==> src/rtl/ssc_tx_consts.vh <==
`ifndef SSC_TX_CONSTS_VH
`define SSC_TX_CONSTS_VH

// register byte offsets
`define DIV_ADDR    8'h00
`define TCM_ADDR    8'h04
`define RCM_ADDR    8'h08
`define TFM_ADDR    8'h0c
`define THR_ADDR    8'h10
`define STAT_ADDR   8'h14
`define CTRL_ADDR   8'h18
`define TSYNC_ADDR  8'h1c

// writable bit masks per register
`define DIV_MASK    32'h00000fff
`define CM_MASK     32'h0000033f
`define TFM_MASK    32'h0f9f009f
`define CTRL_MASK   32'h00000007
`define ZERO32      32'h00000000

// clock mode register fields
`define CKS_LO      0
`define CKS_HI      1
`define CKO_LO      2
`define CKO_HI      4
`define CKI_BIT     5
`define ST_LO       8
`define ST_HI       9

// clock source codes
`define CKS_DIV     2'h0
`define CKS_OTHER   2'h1
`define CKS_PIN     2'h2

// clock output mode codes
`define CKO_NONE    3'h0
`define CKO_CONT    3'h1
`define CKO_XFER    3'h2

// start event codes
`define ST_CONT     2'h0
`define ST_OTHER    2'h1
`define ST_FS_RISE  2'h2
`define ST_FS_FALL  2'h3

// transmit frame mode fields
`define DLEN_LO     0
`define DLEN_HI     4
`define MSBF_BIT    7
`define SLO_LO      16
`define SLO_HI      19
`define FSOE_BIT    20
`define FSDEN_BIT   23
`define SHI_LO      24
`define SHI_HI      27

// status and control bits
`define READY_BIT   0
`define EMPTY_BIT   1
`define TXEN_BIT    0
`define RXEN_BIT    1
`define IRQEN_BIT   2

`endif

==> src/rtl/sync_serial_tx.v <==
// Implementation choices: register access over APB and the register addresses.
`timescale 1ns/1ns
`include "ssc_tx_consts.vh"

module sync_serial_tx #(
  parameter DIV_W = 12
) (
  input  wire        pclk,
  input  wire        presetn,
  input  wire        psel,
  input  wire        penable,
  input  wire        pwrite,
  input  wire [7:0]  paddr,
  input  wire [31:0] pwdata,
  output reg  [31:0] prdata,
  output reg         pready,
  output reg         pslverr,
  input  wire        tx_clock_in,
  output reg         tx_clock_out,
  output reg         tx_clock_oe,
  input  wire        rx_clock_in,
  output reg         rx_clock_out,
  output reg         rx_clock_oe,
  input  wire        tx_frame_sync_in,
  output reg         tx_frame_sync_out,
  output reg         tx_frame_sync_oe,
  output reg         tx_data,
  input  wire        rx_start_in,
  input  wire        rx_busy_in,
  output reg         rx_bit_clock,
  output reg         rx_start,
  output reg         irq
);

  localparam [2:0] S_IDLE = 3'b001;
  localparam [2:0] S_SYNC = 3'b010;
  localparam [2:0] S_DATA = 3'b100;

  // software registers
  reg [31:0]      div_mode_q;
  reg [31:0]      tx_mode_q;
  reg [31:0]      rx_mode_q;
  reg [31:0]      frame_mode_q;
  reg [31:0]      hold_q;
  reg [31:0]      tsync_q;
  reg [31:0]      ctrl_q;
  reg             hold_full_q;

  // clocking state
  reg [DIV_W-1:0] div_cnt_q;
  reg             div_clk_q;
  reg             txp_s1_q;
  reg             txp_s2_q;
  reg             rxp_s1_q;
  reg             rxp_s2_q;
  reg             fs_s1_q;
  reg             fs_s2_q;
  reg             fs_s3_q;
  reg             tx_bit_prev_q;
  reg             rxen_prev_q;

  // transmit path state
  reg [2:0]       state_q;
  reg [2:0]       state_d;
  reg [31:0]      shift_q;
  reg [31:0]      shift_d;
  reg [7:0]       bits_q;
  reg [7:0]       bits_d;
  reg             pend_q;
  reg             load_hold;

  wire            wr_done;
  wire            rd_setup;
  wire            txen;
  wire [DIV_W-1:0] div_n;
  wire [1:0]      tx_cks;
  wire [1:0]      rx_cks;
  wire [2:0]      tx_cko;
  wire [2:0]      rx_cko;
  wire [1:0]      tx_st;
  wire [1:0]      rx_st;
  wire [4:0]      dlen;
  wire [7:0]      sync_len;
  wire            tx_base;
  wire            rx_base;
  wire            tx_lvl;
  wire            rx_lvl;
  wire            tx_bit;
  wire            fall_evt;
  wire            fs_rise;
  wire            fs_fall;
  wire            start_evt;
  wire            busy;
  wire            rx_go;
  reg  [31:0]     rd_mux;
  reg             rd_bad;
  reg  [31:0]     rev_word;
  integer         i;

  // a write lands only at the edge that completes the access
  assign wr_done  = psel & penable & pready & pwrite;
  assign rd_setup = psel & penable & ~pready;
  assign txen     = ctrl_q[`TXEN_BIT];

  assign div_n    = div_mode_q[DIV_W-1:0];
  assign tx_cks   = tx_mode_q[`CKS_HI:`CKS_LO];
  assign rx_cks   = rx_mode_q[`CKS_HI:`CKS_LO];
  assign tx_cko   = tx_mode_q[`CKO_HI:`CKO_LO];
  assign rx_cko   = rx_mode_q[`CKO_HI:`CKO_LO];
  assign tx_st    = tx_mode_q[`ST_HI:`ST_LO];
  assign rx_st    = rx_mode_q[`ST_HI:`ST_LO];
  assign dlen     = frame_mode_q[`DLEN_HI:`DLEN_LO];
  assign sync_len = {frame_mode_q[`SHI_HI:`SHI_LO], frame_mode_q[`SLO_HI:`SLO_LO]};

  // register read decode, unmapped or unaligned offsets give an error
  always @* begin
    rd_mux = `ZERO32;
    rd_bad = 1'b0;
    case (paddr)
      `DIV_ADDR:   rd_mux = div_mode_q;
      `TCM_ADDR:   rd_mux = tx_mode_q;
      `RCM_ADDR:   rd_mux = rx_mode_q;
      `TFM_ADDR:   rd_mux = frame_mode_q;
      `THR_ADDR:   rd_mux = hold_q;
      `STAT_ADDR: begin
        rd_mux[`READY_BIT] = ~hold_full_q;
        rd_mux[`EMPTY_BIT] = ~hold_full_q & (state_q == S_IDLE);
      end
      `CTRL_ADDR:  rd_mux = ctrl_q;
      `TSYNC_ADDR: rd_mux = tsync_q;
      default:     rd_bad = 1'b1;
    endcase
  end

  // one wait state so read data and pready come from flops
  always @(posedge pclk or negedge presetn) begin
    if (!presetn) begin
      pready  <= 1'b0;
      prdata  <= `ZERO32;
      pslverr <= 1'b0;
    end else begin
      pready  <= rd_setup;
      pslverr <= rd_setup & rd_bad;
      if (rd_setup & ~pwrite) begin
        prdata <= rd_mux;
      end
    end
  end

  // configuration writes, masked so reserved bits read zero
  always @(posedge pclk or negedge presetn) begin
    if (!presetn) begin
      div_mode_q   <= `ZERO32;
      tx_mode_q    <= `ZERO32;
      rx_mode_q    <= `ZERO32;
      frame_mode_q <= `ZERO32;
      tsync_q      <= `ZERO32;
      ctrl_q       <= `ZERO32;
    end else if (wr_done) begin
      case (paddr)
        `DIV_ADDR:   div_mode_q   <= pwdata & `DIV_MASK;
        `TCM_ADDR:   tx_mode_q    <= pwdata & `CM_MASK;
        `RCM_ADDR:   rx_mode_q    <= pwdata & `CM_MASK;
        `TFM_ADDR:   frame_mode_q <= pwdata & `TFM_MASK;
        `CTRL_ADDR:  ctrl_q       <= pwdata & `CTRL_MASK;
        `TSYNC_ADDR: tsync_q      <= pwdata;
        default: ;
      endcase
    end
  end

  // shared divider, toggles every N cycles so odd N keeps 50% duty
  always @(posedge pclk or negedge presetn) begin
    if (!presetn) begin
      div_cnt_q <= {DIV_W{1'b0}};
      div_clk_q <= 1'b0;
    end else if (div_n == {DIV_W{1'b0}}) begin
      div_cnt_q <= {DIV_W{1'b0}};
      div_clk_q <= 1'b0;
    end else if (div_cnt_q >= div_n - 1'b1) begin
      div_cnt_q <= {DIV_W{1'b0}};
      div_clk_q <= ~div_clk_q;
    end else begin
      div_cnt_q <= div_cnt_q + 1'b1;
    end
  end

  // pin synchronizers; the clock pins use the second stage, frame sync the second and third
  always @(posedge pclk or negedge presetn) begin
    if (!presetn) begin
      txp_s1_q <= 1'b0;
      txp_s2_q <= 1'b0;
      rxp_s1_q <= 1'b0;
      rxp_s2_q <= 1'b0;
      fs_s1_q  <= 1'b0;
      fs_s2_q  <= 1'b0;
      fs_s3_q  <= 1'b0;
    end else begin
      txp_s1_q <= tx_clock_in;
      txp_s2_q <= txp_s1_q;
      rxp_s1_q <= rx_clock_in;
      rxp_s2_q <= rxp_s1_q;
      fs_s1_q  <= tx_frame_sync_in;
      fs_s2_q  <= fs_s1_q;
      fs_s3_q  <= fs_s2_q;
    end
  end

  // the cross options take the other side's base source, so no loop
  assign tx_base = (tx_cks == `CKS_PIN) ? txp_s2_q : div_clk_q;
  assign rx_base = (rx_cks == `CKS_PIN) ? rxp_s2_q : div_clk_q;
  assign tx_lvl  = (tx_cks == `CKS_OTHER) ? rx_base : tx_base;
  assign rx_lvl  = (rx_cks == `CKS_OTHER) ? tx_base : rx_base;
  assign tx_bit  = tx_lvl ^ tx_mode_q[`CKI_BIT];

  assign fall_evt = tx_bit_prev_q & ~tx_bit;
  assign fs_rise  = fs_s2_q & ~fs_s3_q;
  assign fs_fall  = ~fs_s2_q & fs_s3_q;
  assign busy     = (state_q != S_IDLE);
  assign rx_go    = ctrl_q[`RXEN_BIT] & ~rxen_prev_q;

  // latched start events for the non-continuous modes
  assign start_evt = ((tx_st == `ST_OTHER) & rx_start_in) |
                     ((tx_st == `ST_FS_RISE) & fs_rise) |
                     ((tx_st == `ST_FS_FALL) & fs_fall);

  // bit-reverse within the word length for msb-first sending
  always @* begin
    rev_word = `ZERO32;
    for (i = 0; i < 32; i = i + 1) begin
      if (i <= dlen) begin
        rev_word[i] = hold_q[dlen - i[4:0]];
      end
    end
  end

  // transmit sequencer, steps on falling edges of the bit clock
  always @* begin
    state_d   = state_q;
    shift_d   = shift_q;
    bits_d    = bits_q;
    load_hold = 1'b0;
    case (state_q)
      S_IDLE: begin
        if (fall_evt & hold_full_q &
            ((tx_st == `ST_CONT) | pend_q)) begin
          if (frame_mode_q[`FSDEN_BIT]) begin
            state_d = S_SYNC;
            shift_d = tsync_q;
            bits_d  = sync_len;
          end else begin
            state_d   = S_DATA;
            load_hold = 1'b1;
          end
        end
      end
      S_SYNC: begin
        if (fall_evt) begin
          if (bits_q == 8'h00) begin
            state_d   = S_DATA;
            load_hold = 1'b1;
          end else begin
            bits_d  = bits_q - 8'h01;
            shift_d = {1'b0, shift_q[31:1]};
          end
        end
      end
      S_DATA: begin
        if (fall_evt) begin
          if (bits_q == 8'h00) begin
            if (hold_full_q) begin
              load_hold = 1'b1;
            end else begin
              state_d = S_IDLE;
            end
          end else begin
            bits_d  = bits_q - 8'h01;
            shift_d = {1'b0, shift_q[31:1]};
          end
        end
      end
      default: state_d = S_IDLE;
    endcase
    if (load_hold) begin
      shift_d = frame_mode_q[`MSBF_BIT] ? rev_word : hold_q;
      bits_d  = {3'h0, dlen};
    end
  end

  // transmit registers and holding buffer
  always @(posedge pclk or negedge presetn) begin
    if (!presetn) begin
      state_q       <= S_IDLE;
      shift_q       <= `ZERO32;
      bits_q        <= 8'h00;
      pend_q        <= 1'b0;
      hold_q        <= `ZERO32;
      hold_full_q   <= 1'b0;
      tx_bit_prev_q <= 1'b0;
      tx_data       <= 1'b0;
    end else begin
      tx_bit_prev_q <= tx_bit;
      if (!txen) begin
        state_q <= S_IDLE;
        pend_q  <= 1'b0;
        tx_data <= 1'b0;
      end else begin
        state_q <= state_d;
        shift_q <= shift_d;
        bits_q  <= bits_d;
        // a start arriving as the pending one is used is kept
        if (start_evt) begin
          pend_q <= 1'b1;
        end else if (state_q == S_IDLE && state_d != S_IDLE) begin
          pend_q <= 1'b0;
        end
        if (fall_evt) begin
          tx_data <= (state_d == S_IDLE) ? 1'b0 : shift_d[0];
        end
      end
      // a write in the moving cycle refills the holding register
      if (wr_done && paddr == `THR_ADDR) begin
        hold_q      <= pwdata;
        hold_full_q <= 1'b1;
      end else if (load_hold && txen) begin
        hold_full_q <= 1'b0;
      end
    end
  end

  // pin drivers follow the uninverted clocks
  always @(posedge pclk or negedge presetn) begin
    if (!presetn) begin
      tx_clock_out      <= 1'b0;
      tx_clock_oe       <= 1'b0;
      rx_clock_out      <= 1'b0;
      rx_clock_oe       <= 1'b0;
      rx_bit_clock      <= 1'b0;
      rx_start          <= 1'b0;
      rxen_prev_q       <= 1'b0;
      tx_frame_sync_out <= 1'b0;
      tx_frame_sync_oe  <= 1'b0;
      irq               <= 1'b0;
    end else begin
      tx_clock_out <= tx_lvl;
      tx_clock_oe  <= (tx_cko == `CKO_CONT) |
                      ((tx_cko == `CKO_XFER) & busy);
      rx_clock_out <= rx_lvl;
      rx_clock_oe  <= (rx_cko == `CKO_CONT) |
                      ((rx_cko == `CKO_XFER) & rx_busy_in);
      rx_bit_clock <= rx_lvl ^ rx_mode_q[`CKI_BIT];
      rxen_prev_q  <= ctrl_q[`RXEN_BIT];
      rx_start     <= ((rx_st == `ST_CONT) & rx_go) |
                      ((rx_st == `ST_OTHER) & txen & fall_evt &
                       (state_q == S_IDLE) & (state_d != S_IDLE));
      tx_frame_sync_out <= (state_q == S_SYNC);
      tx_frame_sync_oe  <= frame_mode_q[`FSOE_BIT];
      irq <= ctrl_q[`IRQEN_BIT] & ~hold_full_q;
    end
  end

endmodule
==> config.mk <==
export PLATFORM = sky130hd
export DESIGN_NAME = sync_serial_tx
export DESIGN_NICKNAME = d
export VERILOG_FILES = /design/src/rtl/sync_serial_tx.v
export VERILOG_INCLUDE_DIRS = /design/src /design/src/rtl
export SDC_FILE = /design/constraint.sdc
export NUM_CORES = 1
export LEC_CHECK = 0
export ABC_AREA = 1
export BUFFER_PORTS_ARGS = -buffer_cell sky130_fd_sc_hd__buf_4
export CORE_UTILIZATION = 40
export CTS_CLUSTER_DIAMETER = 150
export CTS_CLUSTER_SIZE = 12
export DETAILED_ROUTE_END_ITERATION = 8
export PLACE_DENSITY_LB_ADDON = 0.3
export SYNTH_ARGS = -nofsm -noshare
export SYNTH_HDL_FRONTEND = slang
export SYNTH_SLANG_ARGS = --single-unit
==> constraint.sdc <==
create_clock -name pclk -period 2.85 [get_ports pclk]
set_input_delay 0.1425 -clock pclk [delete_from_list [all_inputs] [get_ports pclk]]
set_output_delay 0.1425 -clock pclk [all_outputs]
set_load 0.02 [all_outputs]
==> flow_summary_export.csv <==
group,metric,value,unit
setup_path,required,3.30,ns
floorplan,die_area,0.0352,mm²
timing,relSlewSlack,55.6,%
yosys,synth_top_area_share,40.1,%
flow_run,maxCapViolations,0,
setup_path,cp_num_cells,16,
setup_path,worstSetupEndpointType,"flip-flop",
grt,grt_pass1_wl,76.0,mm
worst_hold_path,hp-class,"input port to flip-flop",
floorplan,io_pins,94,
power,p_leak,8.11,nW
floorplan,start_util,40.9,%
placed_design,placed_area,0.0153,mm²
placed_design,port_buffers,93,
finish,final_area,0.0163,mm²
power,internal_power,4.72,mW
setup_path,r2r-start,"div_mode_q[1]",
power,power_frac_seq,51.1,%
timing,fin_crit_sh,96.4,%
setup_path,rr_endpoint,"div_cnt_q[2]",
grt,grt_pass1_vias,13500,
drt,viasPerCell,5.48,
drt,routed_wl,48.6,mm
yosys,netlist_instances,1980,
placed_design,dp_hpwl,36.1,mm
worst_hold_path,holdPathEnd,"hold_q[7]",
yosys,synth_common_cells,"729 x nand2_1, 232 x nand3_1, 221 x dfrtp_1",
yosys,synth-warning-count,0,
yosys,ys_ff_latch,222,
drt,wl_per_cell,18.9,µm
floorplan,rows,67,
worst_hold_path,whs_path_depth,3,
clock_tree,cts_tree,"yes",
yosys,syn-cell-area,0.0138,mm²
power,clockPowerShare,42.9,%
grt,grt_usage,27.5,%
status,status,"completed",
setup_path,reg2regPathDepth,16,
floorplan,die_w,188,µm
floorplan,die_h,188,µm
power,swShare,24.1,%
yosys,syn_avg_cell_area,6.96,µm²
yosys,synth.most_common_cell,"nand2_1",
finish,syn_to_final_growth,18.6,%
clock_tree,clockBufferDepth,3,
setup_path,crit_path_top_delay_cell,"dfrtp_1",
timing,fin_skew,0.0136,ns
setup_path,cp.buffers_inverters,3,
setup_path,cp-startpoint,"div_mode_q[1]",
finish,fin_nets,2203,
setup_path,worstPathCellList,"nor3_2 -> nand3b_1 -> nor3_2 -> nand3_2 -> nor3_2 -> xor2_1 -> inv_1 -> ha_4 -> a21oi_2 -> o21a_1 -> a21boi_2 -> nand4_1 -> buf_6 -> inv_4 -> o21ai_4 -> a21oi_2",
setup_path,max_stage_delay,0.38,ns
timing,tightestPinTransition,0.665,ns
drt,dr.pass1.iters,6,
setup_path,worst_path_most_repeated_cell,"nor3_2",
setup_path,regToRegSetupSlack,0.10,ns
drt,detail-route-antenna-nets,0,
finish,drive_above_1_share,11.1,%
clock_tree,numCtsBuffers,22,
yosys,syn-num-nets,2067,
placed_design,place_congestion,0.981,
drt,drcViolationCount,0,
timing,rsz0062_at_grt,"yes",
finish,final_util,48.5,%
clock_tree,clock_sinks,222,
setup_path,crit_arrival,3.20,ns
grt,grt_overflow,0,
timing,fmax,364,MHz
yosys,synth_area_leaders,"dfrtp_1 40%, nand2_1 20%, nand3_1 8.4%",
clock_tree,htreeDepth,1,
power,pwr-share-comb,6.0,%
drt,drtIter0Drc,1241,
power,peakVddDrop,384,µV
yosys,ys.flop_type,"dfrtp_1",
timing,hold_viol,0,
timing,setup_viol,0,
finish,fillerInstances,3477,
yosys,ys_types,51,
clock_tree,clk_pin_slew,0.06,ns
yosys,seq_area_frac_synth,40.3,%
timing,final.min_clock_period,2.75,ns
setup_path,critPathTopFamily,"simple AND/OR/NAND/NOR gates",
grt,antenna_found_initial,2,
setup_path,critPathMaxFanout,7,
yosys,synthArstFlopShare,100,%
setup_path,critPathLaunchType,"flip-flop",
timing,drv_slew,0,
setup_path,path_class,"flip-flop to flip-flop",
grt,grt_max_degree,83,
power,switchingPower,1.50,mW
drt,vias,14100,
yosys,synth.largest_area_cell,"dfrtp_1",
clock_tree,clkLatencyLatePin,0.52,ns
yosys,synth_edf_count,0,
floorplan,core_area,0.0337,mm²
clock_tree,root_buffer,"clkbuf_16",
worst_hold_path,min_from,"pwdata[7]",
power,cellPowerDensity,381,mW/mm²
## power by group through the flow
stage,Combinational (mW),Clock [mW],Sequential [mW]
floorplan,0.122,0,3.24
global placement,0.326,0,3.24
detailed placement,0.330,0,3.24
CTS,0.368,2.71,3.18
global route,0.411,2.82,3.18
finish,0.372,2.67,3.18
## tightest hold or removal path: stages
cell     delay, ns
buf_4         0.08
inv_1         0.11
o21ai_0       0.17
## state kept, by name, indices dropped and copies added, names as in the netlist, 3 cells and up
register,cells
tsync_q,32
rx_mode_q,8
div_mode_q,12
state_q,3
hold_q,32
bits_q,8
shift_q,32
tx_mode_q,8
ctrl_q,3
prdata,32
div_cnt_q,12
frame_mode_q,16
## cell families after synthesis
group	share of synthesized area [%]
and+or+nand+nor	33.5
xor gates and xnor gates	2.40
DFF	40.3
AOI/OAI and AO/OA	12.8
adders and majority gates	3.36
buffers and inverters	7.62
## layer usage
metal  GRT usage (%)  vias up  wire length (µm)
li1                -     6726                 -
met1            39.7     6723             22300
met2            41.9      558             21200
met3            4.70       83              3780
met4            8.10        0              1320
met5               0        -                 0
## layout make-up
cell class	instances	area [µm²]	area share (%)
diodes	1	2.50	0.0153
flip-flops and latches	222	5560	34.0
repair buffers	196	1660	10.1
clock inverters	2	25.0	0.153
inverters	181	684	4.19
clock buffers	30	581	3.55
multi-input cells	1493	7280	44.5
well taps	448	561	3.43
## per-stage QoR
step | std cells | hold slack (ns) | setup WS (ns) | power, mW | TNS (ns)
global placement | 2505 | 0.187 | 0.0386 | 3.57 | 0
finish | 2573 | 0.0129 | 0.102 | 6.22 | 0
floorplan | 1980 | -0.153 | 0.0660 | 3.36 | 0
detailed placement | 2505 | 0.184 | -0.0504 | 3.57 | -0.173
global route | 2572 | 0.0398 | -0.141 | 6.41 | -1.47
CTS | 2570 | 0.0130 | 0.0291 | 6.26 | 0
## what timing repair did
| item | 4_1_cts | 5_1_grt |
|---|---|---|
| endpoints found under the hold margin | 149 | 0 |
| buffers inserted | 0 | 2 |
| hold buffers | 33 | 0 |
| setup endpoints to repair | 11 | 14 |
| pin swaps | 0 | 9 |
| gates resized for setup | 2 | 24 |
## cells in the final DEF, fill, tap and decap left out, drive strengths merged, types with 2 or more instances in the layout
| master | netlist | layout |
|---|---|---|
| a22o | 6 | 6 |
| xor2 | 24 | 24 |
| nand3 | 238 | 238 |
| a21oi | 60 | 60 |
| o22ai | 11 | 11 |
| a211oi | 6 | 6 |
| a221oi | 7 | 7 |
| o21a | 2 | 2 |
| nand2 | 730 | 730 |
| dlygate4sd3 | 0 | 33 |
| a21boi | 2 | 2 |
| nor2 | 88 | 88 |
| o211ai | 15 | 15 |
| nand3b | 5 | 5 |
| clkinv | 0 | 2 |
| xnor2 | 12 | 12 |
| nor3 | 12 | 12 |
| ha | 37 | 37 |
| o21ai | 194 | 194 |
| clkbuf | 46 | 30 |
| buf | 38 | 163 |
| a31oi | 5 | 5 |
| inv | 181 | 181 |
| nand4 | 23 | 23 |
| o221ai | 4 | 4 |
| dfrtp | 221 | 221 |
| or2 | 2 | 2 |
| and2 | 2 | 2 |
## worst max path at each step
stage / end / slack (ns)
2_1_floorplan: div_cnt_q[6] / 0.07
3_3_place_gp: div_cnt_q[2] / 0.04
4_1_cts: div_cnt_q[2] / 0.03
5_1_grt: div_cnt_q[2] / -0.14
3_5_place_dp: div_cnt_q[2] / -0.05
6_report: div_cnt_q[2] / 0.10
No activity file was read; power rests on OpenSTA's default activity.
